==> config.mk <==
export PLATFORM = sky130hd
export DESIGN_NAME = cccr_regs
export DESIGN_NICKNAME = d
export VERILOG_FILES = /design/src/cccr_pkg.sv /design/src/cccr_regs.sv
export SDC_FILE = /design/constraint.sdc
export NUM_CORES = 1
export LEC_CHECK = 0
export ABC_AREA = 1
export BUFFER_PORTS_ARGS = -buffer_cell sky130_fd_sc_hd__buf_4
export CAP_MARGIN = 20
export CORE_UTILIZATION = 57
export CTS_CLUSTER_DIAMETER = 120
export DETAILED_ROUTE_END_ITERATION = 8
export PLACE_DENSITY_LB_ADDON = 0.3
export RECOVER_POWER = 25
export SYNTH_ARGS = -nofsm -noshare
export SYNTH_HDL_FRONTEND = slang
export SYNTH_SLANG_ARGS = --single-unit
==> constraint.sdc <==
create_clock -name ref_clk -period 1.5 [get_ports ref_clk]
set_input_delay 0.075 -clock ref_clk [delete_from_list [all_inputs] [get_ports ref_clk]]
set_output_delay 0.075 -clock ref_clk [all_outputs]
set_load 0.01 [all_outputs]
==> src/cccr_pkg.sv <==
package cccr_pkg;

    // Register indices on the plain register port.
    localparam logic [7:0]  CCCR_ADDR_CFG      = 8'h13;
    localparam logic [7:0]  CCCR_ADDR_OFS_HIGH = 8'h14;
    localparam logic [7:0]  CCCR_ADDR_OFS_LOW  = 8'h15;
    localparam logic [7:0]  CCCR_ADDR_GAIN_HIGH = 8'h16;
    localparam logic [7:0]  CCCR_ADDR_GAIN_LOW = 8'h17;

    // Reset values.
    localparam logic [15:0] CCCR_RST_CFG       = 16'h0000;
    localparam logic [15:0] CCCR_RST_OFS_HIGH  = 16'h0000;
    localparam logic [15:0] CCCR_RST_OFS_LOW   = 16'h0000;
    localparam logic [15:0] CCCR_RST_GAIN_HIGH = 16'h8000;
    localparam logic [15:0] CCCR_RST_GAIN_LOW  = 16'h0000;

    // Bits of the configuration and low registers that hold storage.
    localparam logic [15:0] CCCR_CFG_RW_MASK   = 16'hffc7;
    localparam logic [15:0] CCCR_LOW_RW_MASK   = 16'hff00;
    localparam int          CCCR_SEL_LSB       = 0;
    localparam int          CCCR_SEL_W         = 2;
    localparam int          CCCR_TRIM_W        = 24;

    typedef enum logic [3:0] {
        CCCR_SRC_NORMAL   = 4'h1,
        CCCR_SRC_SHORTED  = 4'h2,
        CCCR_SRC_TEST_POS = 4'h4,
        CCCR_SRC_TEST_NEG = 4'h8
    } cccr_source_t;

endpackage : cccr_pkg

==> src/cccr_regs.sv <==
// Our own choice: strobed register access.
`timescale 1ns/100ps
// Functional notes
// - Selector 0 normal pair, 1 shorted inputs, 2 positive test, 3 negative.
// - Configuration register resets to zero, selecting the normal input pair.
// - Offset high register holds offset bits 23..8, two's complement.
// - Offset low register upper byte holds offset bits 7..0.
// - Offset low register low byte always reads zero.
// - Gain high register holds unsigned gain bits 23..8, range 0 to 2.
// - Gain high register resets to 8000, gain of exactly one.
// - Gain low register upper byte holds gain bits 7..0, low byte zero.
// - Offset high register resets to zero.
module cccr_regs
    import cccr_pkg::*;
(
    // Clock, reset and enable.
    input  wire logic               ref_clk,
    input  wire logic               reset,
    input  wire logic               clk_en,
    // Register port.
    input  wire logic [7:0]         reg_addr,
    input  wire logic [15:0]        reg_wdata,
    input  wire logic               reg_wr,
    input  wire logic               reg_rd,
    output logic      [15:0]        reg_rdata,
    // Signal path.
    output logic      [1:0]         input_source_select,
    output logic      [3:0]         source_route,
    output logic      [23:0]        offset_trim,
    output logic      [23:0]        gain_trim
);

    logic [15:0] cfg_r;
    logic [15:0] ofs_high_r;
    logic [15:0] ofs_low_r;
    logic [15:0] gain_high_r;
    logic [15:0] gain_low_r;
    logic [15:0] rdata_nxt;
    cccr_source_t route_nxt;

    // Configuration register; reserved bits 5:3 hold no storage.
    // reset to zero
    always_ff @(posedge ref_clk)
    begin
        if (reset)
            cfg_r <= CCCR_RST_CFG;
        else if (clk_en && reg_wr && reg_addr == CCCR_ADDR_CFG)
            cfg_r <= reg_wdata & CCCR_CFG_RW_MASK;
    end

    always_ff @(posedge ref_clk)
    begin
        if (reset)
            ofs_high_r <= CCCR_RST_OFS_HIGH;
        else if (clk_en && reg_wr && reg_addr == CCCR_ADDR_OFS_HIGH)
            ofs_high_r <= reg_wdata;
    end

    always_ff @(posedge ref_clk)
    begin
        if (reset)
            ofs_low_r <= CCCR_RST_OFS_LOW;
        else if (clk_en && reg_wr && reg_addr == CCCR_ADDR_OFS_LOW)
            ofs_low_r <= reg_wdata & CCCR_LOW_RW_MASK;
    end

    always_ff @(posedge ref_clk)
    begin
        if (reset)
            gain_high_r <= CCCR_RST_GAIN_HIGH;
        else if (clk_en && reg_wr && reg_addr == CCCR_ADDR_GAIN_HIGH)
            gain_high_r <= reg_wdata;
    end

    always_ff @(posedge ref_clk)
    begin
        if (reset)
            gain_low_r <= CCCR_RST_GAIN_LOW;
        else if (clk_en && reg_wr && reg_addr == CCCR_ADDR_GAIN_LOW)
            gain_low_r <= reg_wdata & CCCR_LOW_RW_MASK;
    end

    // Unmapped addresses read as zero so software sees a defined answer.
    always_comb
    begin
        case (reg_addr)
            CCCR_ADDR_CFG:       rdata_nxt = cfg_r;
            CCCR_ADDR_OFS_HIGH:  rdata_nxt = ofs_high_r;
            CCCR_ADDR_OFS_LOW:   rdata_nxt = ofs_low_r;
            CCCR_ADDR_GAIN_HIGH: rdata_nxt = gain_high_r;
            CCCR_ADDR_GAIN_LOW:  rdata_nxt = gain_low_r;
            default:             rdata_nxt = 16'h0000;
        endcase
    end

    // Read data stands in the cycle after an enabled strobe and is held while the clock enable is low.
    always_ff @(posedge ref_clk)
    begin
        if (reset)
            reg_rdata <= 16'h0000;
        else if (clk_en)
            reg_rdata <= reg_rd ? rdata_nxt : 16'h0000;
    end

    always_comb
    begin
        case (cfg_r[CCCR_SEL_LSB +: CCCR_SEL_W])
            2'h0:    route_nxt = CCCR_SRC_NORMAL;
            2'h1:    route_nxt = CCCR_SRC_SHORTED;
            2'h2:    route_nxt = CCCR_SRC_TEST_POS;
            2'h3:    route_nxt = CCCR_SRC_TEST_NEG;
            default: route_nxt = CCCR_SRC_NORMAL;
        endcase
    end

    // Outputs are registered copies, one cycle behind the storage.
    // selector outputs
    always_ff @(posedge ref_clk)
    begin
        if (reset)
        begin
            input_source_select <= CCCR_RST_CFG[CCCR_SEL_LSB +: CCCR_SEL_W];
            source_route        <= CCCR_SRC_NORMAL;
        end
        else if (clk_en)
        begin
            input_source_select <= cfg_r[CCCR_SEL_LSB +: CCCR_SEL_W];
            source_route        <= route_nxt;
        end
    end

    always_ff @(posedge ref_clk)
    begin
        if (reset)
            offset_trim <= {CCCR_RST_OFS_HIGH, CCCR_RST_OFS_LOW[15:8]};
        else if (clk_en)
            offset_trim <= {ofs_high_r, ofs_low_r[15:8]};
    end

    always_ff @(posedge ref_clk)
    begin
        if (reset)
            gain_trim <= {CCCR_RST_GAIN_HIGH, CCCR_RST_GAIN_LOW[15:8]};
        else if (clk_en)
            gain_trim <= {gain_high_r, gain_low_r[15:8]};
    end

    AST_ROUTE_MATCH: assert property (
        @(posedge ref_clk) disable iff (reset)
        clk_en |=> source_route ==
            (4'h1 << $past(cfg_r[CCCR_SEL_LSB +: CCCR_SEL_W])))
        else $error("source route does not follow selector");

    AST_SEL_FOLLOW: assert property (
        @(posedge ref_clk) disable iff (reset)
        clk_en |=> input_source_select ==
            $past(cfg_r[CCCR_SEL_LSB +: CCCR_SEL_W]))
        else $error("selector output does not follow register");

    AST_SEL_STORE: assert property (
        @(posedge ref_clk) disable iff (reset)
        clk_en && reg_wr && reg_addr == CCCR_ADDR_CFG |=>
        cfg_r[CCCR_SEL_LSB +: CCCR_SEL_W] ==
            $past(reg_wdata[CCCR_SEL_LSB +: CCCR_SEL_W]))
        else $error("selector write not stored");

    AST_SEL_READ: assert property (
        @(posedge ref_clk) disable iff (reset)
        clk_en && reg_rd && reg_addr == CCCR_ADDR_CFG |=>
        reg_rdata[CCCR_SEL_LSB +: CCCR_SEL_W] ==
            $past(cfg_r[CCCR_SEL_LSB +: CCCR_SEL_W]))
        else $error("selector read back wrong");

    AST_CFG_RESET: assert property (
        @(posedge ref_clk) reset |=> cfg_r == CCCR_RST_CFG)
        else $error("configuration not cleared by reset");

    AST_ROUTE_RESET: assert property (
        @(posedge ref_clk)
        reset |=> source_route == CCCR_SRC_NORMAL &&
            input_source_select == CCCR_RST_CFG[CCCR_SEL_LSB +: CCCR_SEL_W])
        else $error("channel not on normal inputs after reset");

    AST_CFG_RESERVED_READ: assert property (
        @(posedge ref_clk) disable iff (reset)
        clk_en && reg_rd && reg_addr == CCCR_ADDR_CFG |=>
        (reg_rdata & ~CCCR_CFG_RW_MASK) == 16'h0000)
        else $error("configuration reserved bits not zero");

    AST_OFS_HIGH_STORE: assert property (
        @(posedge ref_clk) disable iff (reset)
        clk_en && reg_wr && reg_addr == CCCR_ADDR_OFS_HIGH |=>
        ofs_high_r == $past(reg_wdata))
        else $error("offset high write not stored");

    AST_OFS_HIGH_READ: assert property (
        @(posedge ref_clk) disable iff (reset)
        clk_en && reg_rd && reg_addr == CCCR_ADDR_OFS_HIGH |=>
        reg_rdata == $past(ofs_high_r))
        else $error("offset high read back wrong");

    // Trim outputs trail a write by two edges; when the clock enable was
    // low on the middle edge the copy waits, so those checks stand aside.
    AST_OFS_HIGH_WRITE: assert property (
        @(posedge ref_clk) disable iff (reset)
        clk_en && reg_wr && reg_addr == CCCR_ADDR_OFS_HIGH |=> ##1
        (!$past(clk_en) || offset_trim[23:8] == $past(reg_wdata, 2)))
        else $error("offset high bits not assembled");

    AST_OFS_LOW_STORE: assert property (
        @(posedge ref_clk) disable iff (reset)
        clk_en && reg_wr && reg_addr == CCCR_ADDR_OFS_LOW |=>
        ofs_low_r[15:8] == $past(reg_wdata[15:8]))
        else $error("offset low write not stored");

    AST_OFS_LOW_READ: assert property (
        @(posedge ref_clk) disable iff (reset)
        clk_en && reg_rd && reg_addr == CCCR_ADDR_OFS_LOW |=>
        reg_rdata[15:8] == $past(ofs_low_r[15:8]))
        else $error("offset low read back wrong");

    AST_OFS_LOW_WRITE: assert property (
        @(posedge ref_clk) disable iff (reset)
        clk_en && reg_wr && reg_addr == CCCR_ADDR_OFS_LOW |=> ##1
        (!$past(clk_en) || offset_trim[7:0] == $past(reg_wdata[15:8], 2)))
        else $error("offset low byte not assembled");

    AST_OFS_LOW_ZERO: assert property (
        @(posedge ref_clk) disable iff (reset)
        clk_en && reg_rd && reg_addr == CCCR_ADDR_OFS_LOW |=>
        reg_rdata[7:0] == 8'h00)
        else $error("offset low reserved byte not zero");

    AST_OFS_LOW_EMPTY: assert property (
        @(posedge ref_clk) disable iff (reset)
        (ofs_low_r & ~CCCR_LOW_RW_MASK) == 16'h0000)
        else $error("offset low reserved byte holds data");

    AST_GAIN_HIGH_STORE: assert property (
        @(posedge ref_clk) disable iff (reset)
        clk_en && reg_wr && reg_addr == CCCR_ADDR_GAIN_HIGH |=>
        gain_high_r == $past(reg_wdata))
        else $error("gain high write not stored");

    AST_GAIN_HIGH_READ: assert property (
        @(posedge ref_clk) disable iff (reset)
        clk_en && reg_rd && reg_addr == CCCR_ADDR_GAIN_HIGH |=>
        reg_rdata == $past(gain_high_r))
        else $error("gain high read back wrong");

    AST_GAIN_HIGH_WRITE: assert property (
        @(posedge ref_clk) disable iff (reset)
        clk_en && reg_wr && reg_addr == CCCR_ADDR_GAIN_HIGH |=> ##1
        (!$past(clk_en) || gain_trim[23:8] == $past(reg_wdata, 2)))
        else $error("gain high bits not assembled");

    AST_GAIN_RESET: assert property (
        @(posedge ref_clk) reset |=> gain_high_r == CCCR_RST_GAIN_HIGH)
        else $error("gain high reset wrong");

    AST_GAIN_TRIM_RESET: assert property (
        @(posedge ref_clk)
        reset |=> gain_trim == {CCCR_RST_GAIN_HIGH, CCCR_RST_GAIN_LOW[15:8]})
        else $error("gain trim not one after reset");

    AST_GAIN_LOW_STORE: assert property (
        @(posedge ref_clk) disable iff (reset)
        clk_en && reg_wr && reg_addr == CCCR_ADDR_GAIN_LOW |=>
        gain_low_r[15:8] == $past(reg_wdata[15:8]))
        else $error("gain low write not stored");

    AST_GAIN_LOW_READ: assert property (
        @(posedge ref_clk) disable iff (reset)
        clk_en && reg_rd && reg_addr == CCCR_ADDR_GAIN_LOW |=>
        reg_rdata[15:8] == $past(gain_low_r[15:8]))
        else $error("gain low read back wrong");

    AST_GAIN_LOW_WRITE: assert property (
        @(posedge ref_clk) disable iff (reset)
        clk_en && reg_wr && reg_addr == CCCR_ADDR_GAIN_LOW |=> ##1
        (!$past(clk_en) || gain_trim[7:0] == $past(reg_wdata[15:8], 2)))
        else $error("gain low byte not assembled");

    AST_GAIN_LOW_ZERO: assert property (
        @(posedge ref_clk) disable iff (reset)
        clk_en && reg_rd && reg_addr == CCCR_ADDR_GAIN_LOW |=>
        reg_rdata[7:0] == 8'h00)
        else $error("gain low reserved byte not zero");

    AST_GAIN_LOW_EMPTY: assert property (
        @(posedge ref_clk) disable iff (reset)
        (gain_low_r & ~CCCR_LOW_RW_MASK) == 16'h0000)
        else $error("gain low reserved byte holds data");

    AST_OFS_RESET: assert property (
        @(posedge ref_clk) reset |=> ##1 offset_trim == 24'h000000)
        else $error("offset trim not zero after reset");

    AST_OFS_HIGH_RESET: assert property (
        @(posedge ref_clk) reset |=> ofs_high_r == CCCR_RST_OFS_HIGH)
        else $error("offset high reset wrong");

    AST_RDATA_RESET: assert property (
        @(posedge ref_clk) reset |=> reg_rdata == 16'h0000)
        else $error("read data not cleared by reset");

    AST_RDATA_IDLE: assert property (
        @(posedge ref_clk) disable iff (reset)
        clk_en && !reg_rd |=> reg_rdata == 16'h0000)
        else $error("read data not zero without a read");

    AST_UNMAPPED_READ: assert property (
        @(posedge ref_clk) disable iff (reset)
        clk_en && reg_rd &&
        (reg_addr < CCCR_ADDR_CFG || reg_addr > CCCR_ADDR_GAIN_LOW) |=>
        reg_rdata == 16'h0000)
        else $error("unmapped read not zero");

    // A low clock enable freezes every flop, read data included, so a read
    // answer that meets a stall is held rather than lost.
    AST_HOLD_READ_DATA: assert property (
        @(posedge ref_clk) disable iff (reset)
        !clk_en |=> $stable(reg_rdata))
        else $error("read data moved while clock enable low");

    AST_HOLD_OUTPUTS: assert property (
        @(posedge ref_clk) disable iff (reset)
        !clk_en |=> $stable(offset_trim) && $stable(gain_trim) &&
            $stable(source_route) && $stable(input_source_select))
        else $error("outputs moved while clock enable low");

    AST_HOLD_STORAGE: assert property (
        @(posedge ref_clk) disable iff (reset)
        !clk_en |=> $stable(cfg_r) && $stable(ofs_high_r) &&
            $stable(ofs_low_r) && $stable(gain_high_r) &&
            $stable(gain_low_r))
        else $error("storage moved while clock enable low");

endmodule : cccr_regs

# --- After elaboration in Yosys (flattened, before gate mapping) ---
# Cells that the tools add are included.
classes:
  reduce_logical: 7
  muxes: 3
  n_eq_ne: 8
op_table:
  columns: ["operator", "count"]
  rows:
  - ["one-hot mux 16 bit (5 select lines)", 1]
  - ["equality test 8 x 5 -> 1 bit (second input constant)", 5]
  - ["2-to-1 mux 16 bit", 1]
  - ["one-hot mux 4 bit (4 select lines)", 1]
  - ["logical AND 1 bit", 6]
  - ["equality test 2 bit (second input constant)", 2]
  - ["equality test 2 x 1 -> 1 bit (second input constant)", 1]
  - ["logical NOT 2 bit", 1]
totals:
  word_cells: 28
  ff_bits: 131

# --- Depth between registers and ports, before layout ---
# Gate-level depths: netlist of the first run.
depth:
  depth_word: 3
  ltp_mapped: 9

# --- Least setup slack after synthesis of the first run ---
# Ideal clock, no wire load.
synth_timing:
  kind: "in2reg"
  from: "input reg_addr[6]"
  to: "register reg_rdata[3]"
  t_arrival_ns: 0.955
  setup_ns: 0.070
  stages: 9
  path_buffers: 2
  path_slack_ns: 0.475
  path_cell_list: "inv_1 nand2_1 nor2_4 buf_8 buf_6 nand2_4 o22ai_1 nand2_1 a21oi_1"
synth_via:
  elab_chain_cells: 3
  elab_cells_between_ends: 7
  cone_classes: "eq/ne: 5; mux: 2"
synth_rtl:
  columns: ["element", "line_no", "text"]
  rows:
  - ["from (decl)", "cccr_regs.sv:21", "input wire logic [7:0] reg_addr,"]
  - ["equality test 8 x 5 -> 1 bit", "cccr_regs.sv:86", "case (reg_addr)"]
  - ["one-hot mux 16 bit (5 select lines) *", "cccr_regs.sv:86", null]
  - ["2-to-1 mux 16 bit *", "cccr_regs.sv:102", "reg_rdata <= reg_rd ? rdata_nxt : 16'h0000;"]
  - ["to (signal assigned)", "cccr_regs.sv:102", null]
  - ["to (decl)", "cccr_regs.sv:25", "output logic [15:0] reg_rdata,"]
# Every way passes the cells marked *; elsewhere a longest branch is shown, timed or not.
# A chain may end at the register's enable or synchronous reset.

==> flow_summary.ini, run 1 <==
[global_routing]
grt_pass1_vias = 4633
grt_pass1_wl_um = 23300
grt_use_total = 0.339
gr-total-overflow = 0
antenna_found_initial = 0
grt_max_degree = 53

[die]
fp.dieW_um = 96.5
initial_utilization = 0.587
rows = 34
fp.dieH_um = 96.5
io_pins = 99
dieArea_um2 = 9320
core_um2 = 8680

[power]
power.leakage_nw = 2.73
combPwrFrac = 0.067
power_switching_mw = 1.95
seqPwrFrac = 0.405
clkPwrFrac = 0.528
ir_drop_mv = 0.954
p_int_mw = 6.90
powerDensity_nw_per_um2 = 1310
switching_share = 0.221

[layout]
synthToLayoutAreaGrowth_pct = 33.1
fillers = 591
layout.nets = 770
layout-drive-gt1-share = 0.218
fin_cells = 862
diodes = 0

[clock_network]
cts_buffers = 17
htree_num_levels = 4
cts_tree = done
cts.sinks = 131
clk_pin_slew_ps = 60
holdBufCountCts = 22
cts_root_buffer = clkbuf_8
post_cts_buffers = 0
ctsResizeCount = 0
clk_latency_ps = 540
ctsLongestPathBuffers = 2

[setup_path]
path_class = input pin to register
r2r-start = gain_low_r[10]
crit_required_ps = 1950
rr_worst_depth = 4
timing.rr.end = reg_rdata[10]
endpoint_kind = register
r2r_setup_slack_ps = 380
critPathLaunchType = input pin
crit_arrival_ps = 1890
critPathMaxFanout = 20

[synthesis]
synth.distinct_cells = 25
yosysMostFrequentCell = dfxtp_1
synth-main-ff-cell = dfxtp_1
synth-seq-area-share = 0.515
synth_async_sr_flop_share = 0
synth_edf_count = 0
syn_inst = 628
syn_avg_cell_area_um2 = 8.11
syn_area_um2 = 5090
synth_fp_nets = 657
ys_warn_count = 0
synth_area_leader_cell = dfxtp_1
synth_top_area_share = 0.515
synth_seq_cells = 131
synth.top_cells.by_count = 131 x dfxtp_1, 121 x a21oi_1, 94 x o21ai_0
synth_area_leaders = dfxtp_1 51%, a21oi_1 12%, o21ai_0 9.2%

[route]
wl_per_cell_um = 17.4
vias_per_cell = 5.73
routed_wl_um = 15000
ant_nets = 0
dr.pass1.iters = 6
route.vias.total = 4942
drcViolationCount = 0
dr.first_iter.drc_count = 383

[worst_hold_path]
hp-start = reg_rd
whs_path_depth = 4
hold_end = reg_rdata[12]
min_path_type = input pin to register

[placement]
hpwl_um = 9380
numPortBuffers = 98
gp_congestion = 0.922
place_inst = 808

[sta]
rsz0062_at_grt = no
finClkSkew_ps = 17.1
fmax_ghz = 0.693
worst_pin_slew_ps = 702
period_share = 0.962
layout_min_cycle_time_ps = 1440
whs_ps = 31.3
slew_headroom = 0.532
tns_ps = 0
finalSetupViolCount = 0
drv_slew = 0
hold_viol_final = 0

[outcome]
status = finished, final reports clean

[job]
maxCapViolations = 0
cells by family after synthesis:
family / count (synthesis) / synth area share
AO/OA/AOI/OAI: 254 / 0.254
buffers and inverters: 108 / 0.0899
flip-flops: 131 / 0.515
AND/OR/NAND/NOR: 135 / 0.142
through the flow:
stage / setup WS, ps / total power, mW / util / area (um2)
after floorplan: 475 / 3.93 / - / 5090
after global routing: 9.26 / 9.06 / 0.781 / 6780
after CTS: 158 / 8.84 / 0.783 / 6800
after detailed placement: 49.6 / 4.19 / 0.682 / 5920
after global placement: 128 / 4.18 / 0.682 / 5920
final: 57.1 / 8.85 / 0.781 / 6780
placed cells by master (no fill, tap or decap):
master         Yosys  layout
dfxtp_1          131     131
a21oi_1          121     122
buf_4              3     106
o21ai_0           94     104
inv_1             63      63
nand2_1           49      49
nand3_1           49      49
o21ai_1           33      23
dlygate4sd3_1      0      22
nor2_1            19      19
clkbuf_16          0      16
bufinv_16          0       6
inv_2              5       5
nor2_4             4       4
nand2_4            4       4
buf_12             0       4
nand3_2            2       3
o22ai_1            3       3
nand2_2            2       2
nor2_8             2       2
o21bai_1           2       2
nand3_4            3       2
clkbuf_8           0       2
clkbuf_1          21       2
inv_6              0       2
clkinvlp_4         0       2
clkbuf_4           0       2
nor3_1             1       1
clkinv_4           0       1
clkinv_2           0       1
layout make-up:
type | count | area (um2) | share of cell area
flip-flops and latches | 131 | 2620 | 0.387
multi-input cells | 389 | 1990 | 0.294
repair buffers | 134 | 1110 | 0.164
clock buffers | 20 | 435 | 0.0642
inverters | 68 | 255 | 0.0377
clock inverters | 12 | 226 | 0.0334
well taps | 108 | 135 | 0.0199
power by group through the flow:
stage                     Sequential, mW  Combinational (mW)  Clock (mW)
after detailed placement            3.66               0.533           0
after global routing                3.59               0.644        4.83
after floorplan                     3.69               0.241           0
final                               3.59               0.593        4.67
after global placement              3.66               0.521           0
after CTS                           3.59               0.590        4.66
sequential cells by signal (all words and copies together), names as in the netlist:
register             flops
cfg_r                   13
gain_low_r               8
reg_rdata               16
source_route             4
ofs_high_r              16
gain_high_r             16
offset_trim             24
gain_trim               24
input_source_select      2
ofs_low_r                8
how the worst max path moves through the flow:
stage / startpoint / endpoint / slack [ps] / cells past startpoint
2_1_floorplan: reg_addr[6] / reg_rdata[3] / 480 / 9
4_1_cts: reset / ofs_high_r[3] / 160 / 6
3_5_place_dp: reg_addr[5] / gain_high_r[0] / 50 / 9
6_report: reset / ofs_high_r[3] / 60 / 6
5_1_grt: reset / ofs_high_r[3] / 9 / 6
3_3_place_gp: reg_addr[6] / reg_rdata[1] / 130 / 9
per-layer routing:
layer  GRT usage  vias up  wire (um)
met3      0.0790       46       1080
met2       0.565      224       7380
met5           0        -          0
met4       0.152        0        478
met1       0.417     2322       6090
li1            -     2350          -
critical path, cell delays in order:
cell and delay, ps:
dlygate4sd3_1 540, clkbuf_4 140, inv_2 270, o21ai_1 100, dlygate4sd3_1 580, a21oi_1 170
Power figures use the tool's default switching activity.
==> inputs of run 2 (changes only) <==
==> constraint.sdc (replaced) <==
create_clock -name ref_clk -period 1.5 [get_ports ref_clk]
set_input_delay 0.3 -clock ref_clk [delete_from_list [all_inputs] [get_ports ref_clk]]
set_output_delay 0.3 -clock ref_clk [all_outputs]
set_load 0.01 [all_outputs]
==> flow_summary.ini, run 2 (synthesized netlist as in run 1, its figures left out) <==
[setup_path]
critical_path_buf_inv_count = 1
worstSetupStartpoint = offset_trim[17]
crit_family = flip-flops
critPathLaunchType = register
critPathMaxFanout = 2
crit_arrival_ps = 1040
crit_path_cell_trace = buf_4
crit_required_ps = 1200
r2r-start = gain_high_r[6]
worst_path_largest_cell_delay_ps = 370
path_class = register to output port
cp_slowest_cell = dfxtp_1
endpoint_kind = output port

[layout]
layout-drive-gt1-share = 0.229
multi_input_area_um2 = 2000
synthToLayoutAreaGrowth_pct = 29.4
fillers = 610
regArea_um2 = 2620
layout.nets = 753
layout_common_cells = 131 x dfxtp_1, 121 x a21oi_1, 106 x buf_4
top_regs = gain_trim: 24 flops, offset_trim: 24 flops
diodes = 0
mostFrequentLayoutCell = dfxtp_1

[clock_network]
htree_num_levels = 4
holdBufCountCts = 0
post_cts_buffers = 0
cts.sinks = 131
cts_buffers = 17
cts_root_buffer = clkbuf_8
ctsLongestPathBuffers = 2
clk_latency_ps = 530
clk_pin_slew_ps = 60
ctsResizeCount = 0
cts_tree = done

[global_routing]
grt_max_degree = 56
grt_pass1_wl_um = 22200
grt_use_total = 0.322
gr-total-overflow = 0
antenna_found_initial = 0
grt_pass1_vias = 4467

[sta]
layout_min_cycle_time_ps = 1340
rsz0062_at_grt = no
period_share = 0.895
finalSetupViolCount = 0
worst_pin_slew_ps = 646
finClkSkew_ps = 7.78
hold_viol_final = 0
slew_headroom = 0.569
fin_ws_ps = 158
whs_ps = 53.1
drv_slew = 0
fmax_ghz = 0.745

[route]
ant_nets = 0
dr.first_iter.drc_count = 486
drcViolationCount = 0
dr.pass1.iters = 5
routed_wl_um = 14400
wl_per_cell_um = 17.1
route.vias.total = 4922
vias_per_cell = 5.82

[die]
fp.dieW_um = 96.5
dieArea_um2 = 9320
rows = 34
fp.dieH_um = 96.5
initial_utilization = 0.587
core_um2 = 8680
io_pins = 99

[placement]
gp_congestion = 0.872
hpwl_um = 9340
dp_slack_ps = -168
numPortBuffers = 98

[worst_hold_path]
min_path_type = input pin to register
hp-start = reg_wdata[15]

[power]
ir_drop_mv = 0.759
powerDensity_nw_per_um2 = 1270
power.leakage_nw = 2.64

[outcome]
status = finished, final reports clean

[job]
maxCapViolations = 0
## run 2: changes by cell type in the layout (fill, tap and decap cells not counted), moves of 2 or more
cell / previous run / this run
dlygate4sd3_1: 22 / 0
o21ai_1: 23 / 33
clkinv_4: 1 / 4
o21ai_0: 104 / 94
clkbuf_8: 2 / 4
buf_12: 4 / 8
bufinv_16: 6 / 3
## run 2: worst paths after layout
| kind | to | depth (start not counted) | slack [ps] |
|---|---|---|---|
| min reg2reg | cfg_r[6] | 2 | 450 |
| min | gain_high_r[15] | 3 | 50 |
| max reg2reg | reg_rdata[6] | 4 | 500 |
| max | offset_trim[17] | 1 | 160 |
## run 2: cell type report
class | instances | area share
clock inverters | 11 | 0.0230
inverters | 68 | 0.0387
well taps | 108 | 0.0205
flip-flops and latches | 131 | 0.398
multi-input cells | 389 | 0.303
clock buffers | 21 | 0.0697
repair buffers | 117 | 0.147
## run 2: per-layer routing
| layer | track usage | vias up | wire, um |
|---|---|---|---|
| met5 | 0 | - | 0 |
| met4 | 0.136 | 0 | 316 |
| met3 | 0.0900 | 36 | 1350 |
| met2 | 0.522 | 249 | 6920 |
| met1 | 0.401 | 2326 | 5830 |
| li1 | - | 2311 | - |
## run 2: metrics by stage
| stage | setup TNS (ps) | instances | cell area (um2) | util | total power, mW |
|---|---|---|---|---|---|
| floorplan | 0 | 628 | 5090 | - | 3.93 |
| global placement | -1680 | 813 | 6000 | 0.692 | 4.19 |
| detailed placement | -2790 | 813 | 6000 | 0.692 | 4.21 |
| CTS | 0 | 845 | 6610 | 0.762 | 8.37 |
| global route | 0 | 845 | 6590 | 0.760 | 8.58 |
| finish | 0 | 845 | 6590 | 0.760 | 8.36 |
## run 2: power by group
part / total (mW) / leakage [nW] / internal (mW) / switching, mW
Combinational: 0.554 / 1.28 / 0.229 / 0.325
Sequential: 3.59 / 1.06 / 3.55 / 0.0376
Clock: 4.22 / 0.298 / 2.67 / 1.54
Total: 8.36 / 2.64 / 6.45 / 1.91
## run 2: worst min-delay path, delay by kind of cell
family,cells,cell delay [ps]
buffers and inverters,1,120
AND/OR/NAND/NOR,2,130
==> inputs of run 3 (changes only) <==
--- a/config.mk
+++ b/config.mk
@@ -12,7 +12,7 @@
 export CTS_CLUSTER_DIAMETER = 120
 export DETAILED_ROUTE_END_ITERATION = 8
 export PLACE_DENSITY_LB_ADDON = 0.3
-export RECOVER_POWER = 25
+export RECOVER_POWER = 50
 export SYNTH_ARGS = -nofsm -noshare
 export SYNTH_HDL_FRONTEND = slang
 export SYNTH_SLANG_ARGS = --single-unit
==> flow_summary.ini, run 3 (synthesized netlist as in run 1, its figures left out) <==
[route]
routed_wl_um = 14500
dr.pass1.iters = 5
ant_nets = 0
wl_per_cell_um = 17.1
route.vias.total = 4906
dr.first_iter.drc_count = 537
vias_per_cell = 5.81
drcViolationCount = 0

[power]
ir_drop_mv = 0.761
power.leakage_nw = 2.63
powerDensity_nw_per_um2 = 1270

[setup_path]
endpoint_kind = output port
worst_path_largest_cell_delay_ps = 380
r2r-start = gain_high_r[6]
crit_path_cell_trace = buf_4
rr_worst_depth = 4
cp_slowest_cell = dfxtp_1
path_class = register to output port
timing.rr.end = reg_rdata[6]
critical_path_buf_inv_count = 1
critPathMaxFanout = 2
r2r_setup_slack_ps = 490
crit_required_ps = 1200
critPathLaunchType = register
crit_family = flip-flops
crit_arrival_ps = 1050

[outcome]
status = finished, final reports clean

[clock_network]
clk_latency_ps = 530
ctsResizeCount = 0
cts.sinks = 131
htree_num_levels = 4
cts_buffers = 17
cts_root_buffer = clkbuf_8
post_cts_buffers = 0
ctsLongestPathBuffers = 2
cts_tree = done
holdBufCountCts = 0
clk_pin_slew_ps = 60

[sta]
drv_slew = 0
hold_viol_final = 0
worst_pin_slew_ps = 645
finalSetupViolCount = 0
rsz0062_at_grt = no
fin_ws_ps = 149
finClkSkew_ps = 8.37
slew_headroom = 0.570
layout_min_cycle_time_ps = 1350
period_share = 0.900
fmax_ghz = 0.740

[layout]
fin_cells = 845
top_regs = gain_trim: 24 flops, offset_trim: 24 flops
diodes = 0
mostFrequentLayoutCell = dfxtp_1
layout-drive-gt1-share = 0.225
layout.nets = 753
layout_common_cells = 131 x dfxtp_1, 121 x a21oi_1, 104 x o21ai_0
synthToLayoutAreaGrowth_pct = 29.2

[die]
io_pins = 99
rows = 34
fp.dieW_um = 96.5
core_um2 = 8680
dieArea_um2 = 9320
initial_utilization = 0.587
fp.dieH_um = 96.5

[global_routing]
grt_max_degree = 56
grt_use_total = 0.322
grt_pass1_vias = 4467
antenna_found_initial = 0
gr-total-overflow = 0
grt_pass1_wl_um = 22200

[worst_hold_path]
whs_path_depth = 3
hold_end = gain_high_r[15]
hp-start = reg_wdata[15]
min_path_type = input pin to register

[placement]
hpwl_um = 9340
numPortBuffers = 98
gp_congestion = 0.872
place_inst = 813
dp_slack_ps = -168

[job]
maxCapViolations = 0
## run 3: changes by cell type in the layout (fill, tap and decap cells not counted)
cell,delta
buf_4,-4
o21ai_0,+10
o21ai_1,-10
nand3_2,-1
clkbuf_4,+2
nand3_1,+1
clkbuf_1,+2
## run 3: how the worst max path moves through the flow
stage / startpoint / to / slack (ps) / cells past startpoint
after detailed placement: reg_addr[7] / gain_high_r[2] / -170 / 9
after floorplan: reg_addr[6] / reg_rdata[3] / 250 / 9
final: reg_rdata[9] / reg_rdata[9] / 150 / 1
after CTS: reg_rdata[13] / reg_rdata[13] / 150 / 1
after global placement: reg_addr[6] / gain_high_r[2] / -100 / 9
after global routing: clk_en / gain_trim[19] / 100 / 5
## run 3: power breakdown
part | internal, mW | switching (mW)
logic | 0.228 | 0.324
registers | 3.55 | 0.0377
clock network | 2.67 | 1.55
## run 3: per-stage QoR
stage                     setup TNS (ps)  cell area, um2  total power, mW  hold slack, ps   util
after floorplan                        0            5090             3.93             413      -
after global placement             -1680            6000             4.19             432  0.692
after detailed placement           -2790            6000             4.21             440  0.692
after CTS                              0            6610             8.37            41.4  0.762
after global routing                   0            6580             8.58            39.3  0.758
final                                  0            6580             8.36            48.3  0.758
## run 3: final cells by class
class	instances	area, um2
inverters	68	255
clock buffers	21	459
clock inverters	11	151
fillers	615	2100
flip-flops and latches	131	2620
multi-input cells	389	1990
well taps	108	135
repair buffers	117	965
## run 3: layer usage
metal / GRT usage / vias up / part of all wire
li1: - / 2311 / -
met1: 0.401 / 2304 / 0.41
met2: 0.522 / 248 / 0.48
met3: 0.0900 / 43 / 0.089
met4: 0.136 / 0 / 0.024
met5: 0 / - / 0
## run 3: worst reg2reg max path, cell delays in order, from the launching register on
cell and delay (ps):
dfxtp_1 380, nand3_1 130, o21ai_0 160, o21ai_1 130, a21oi_1 150
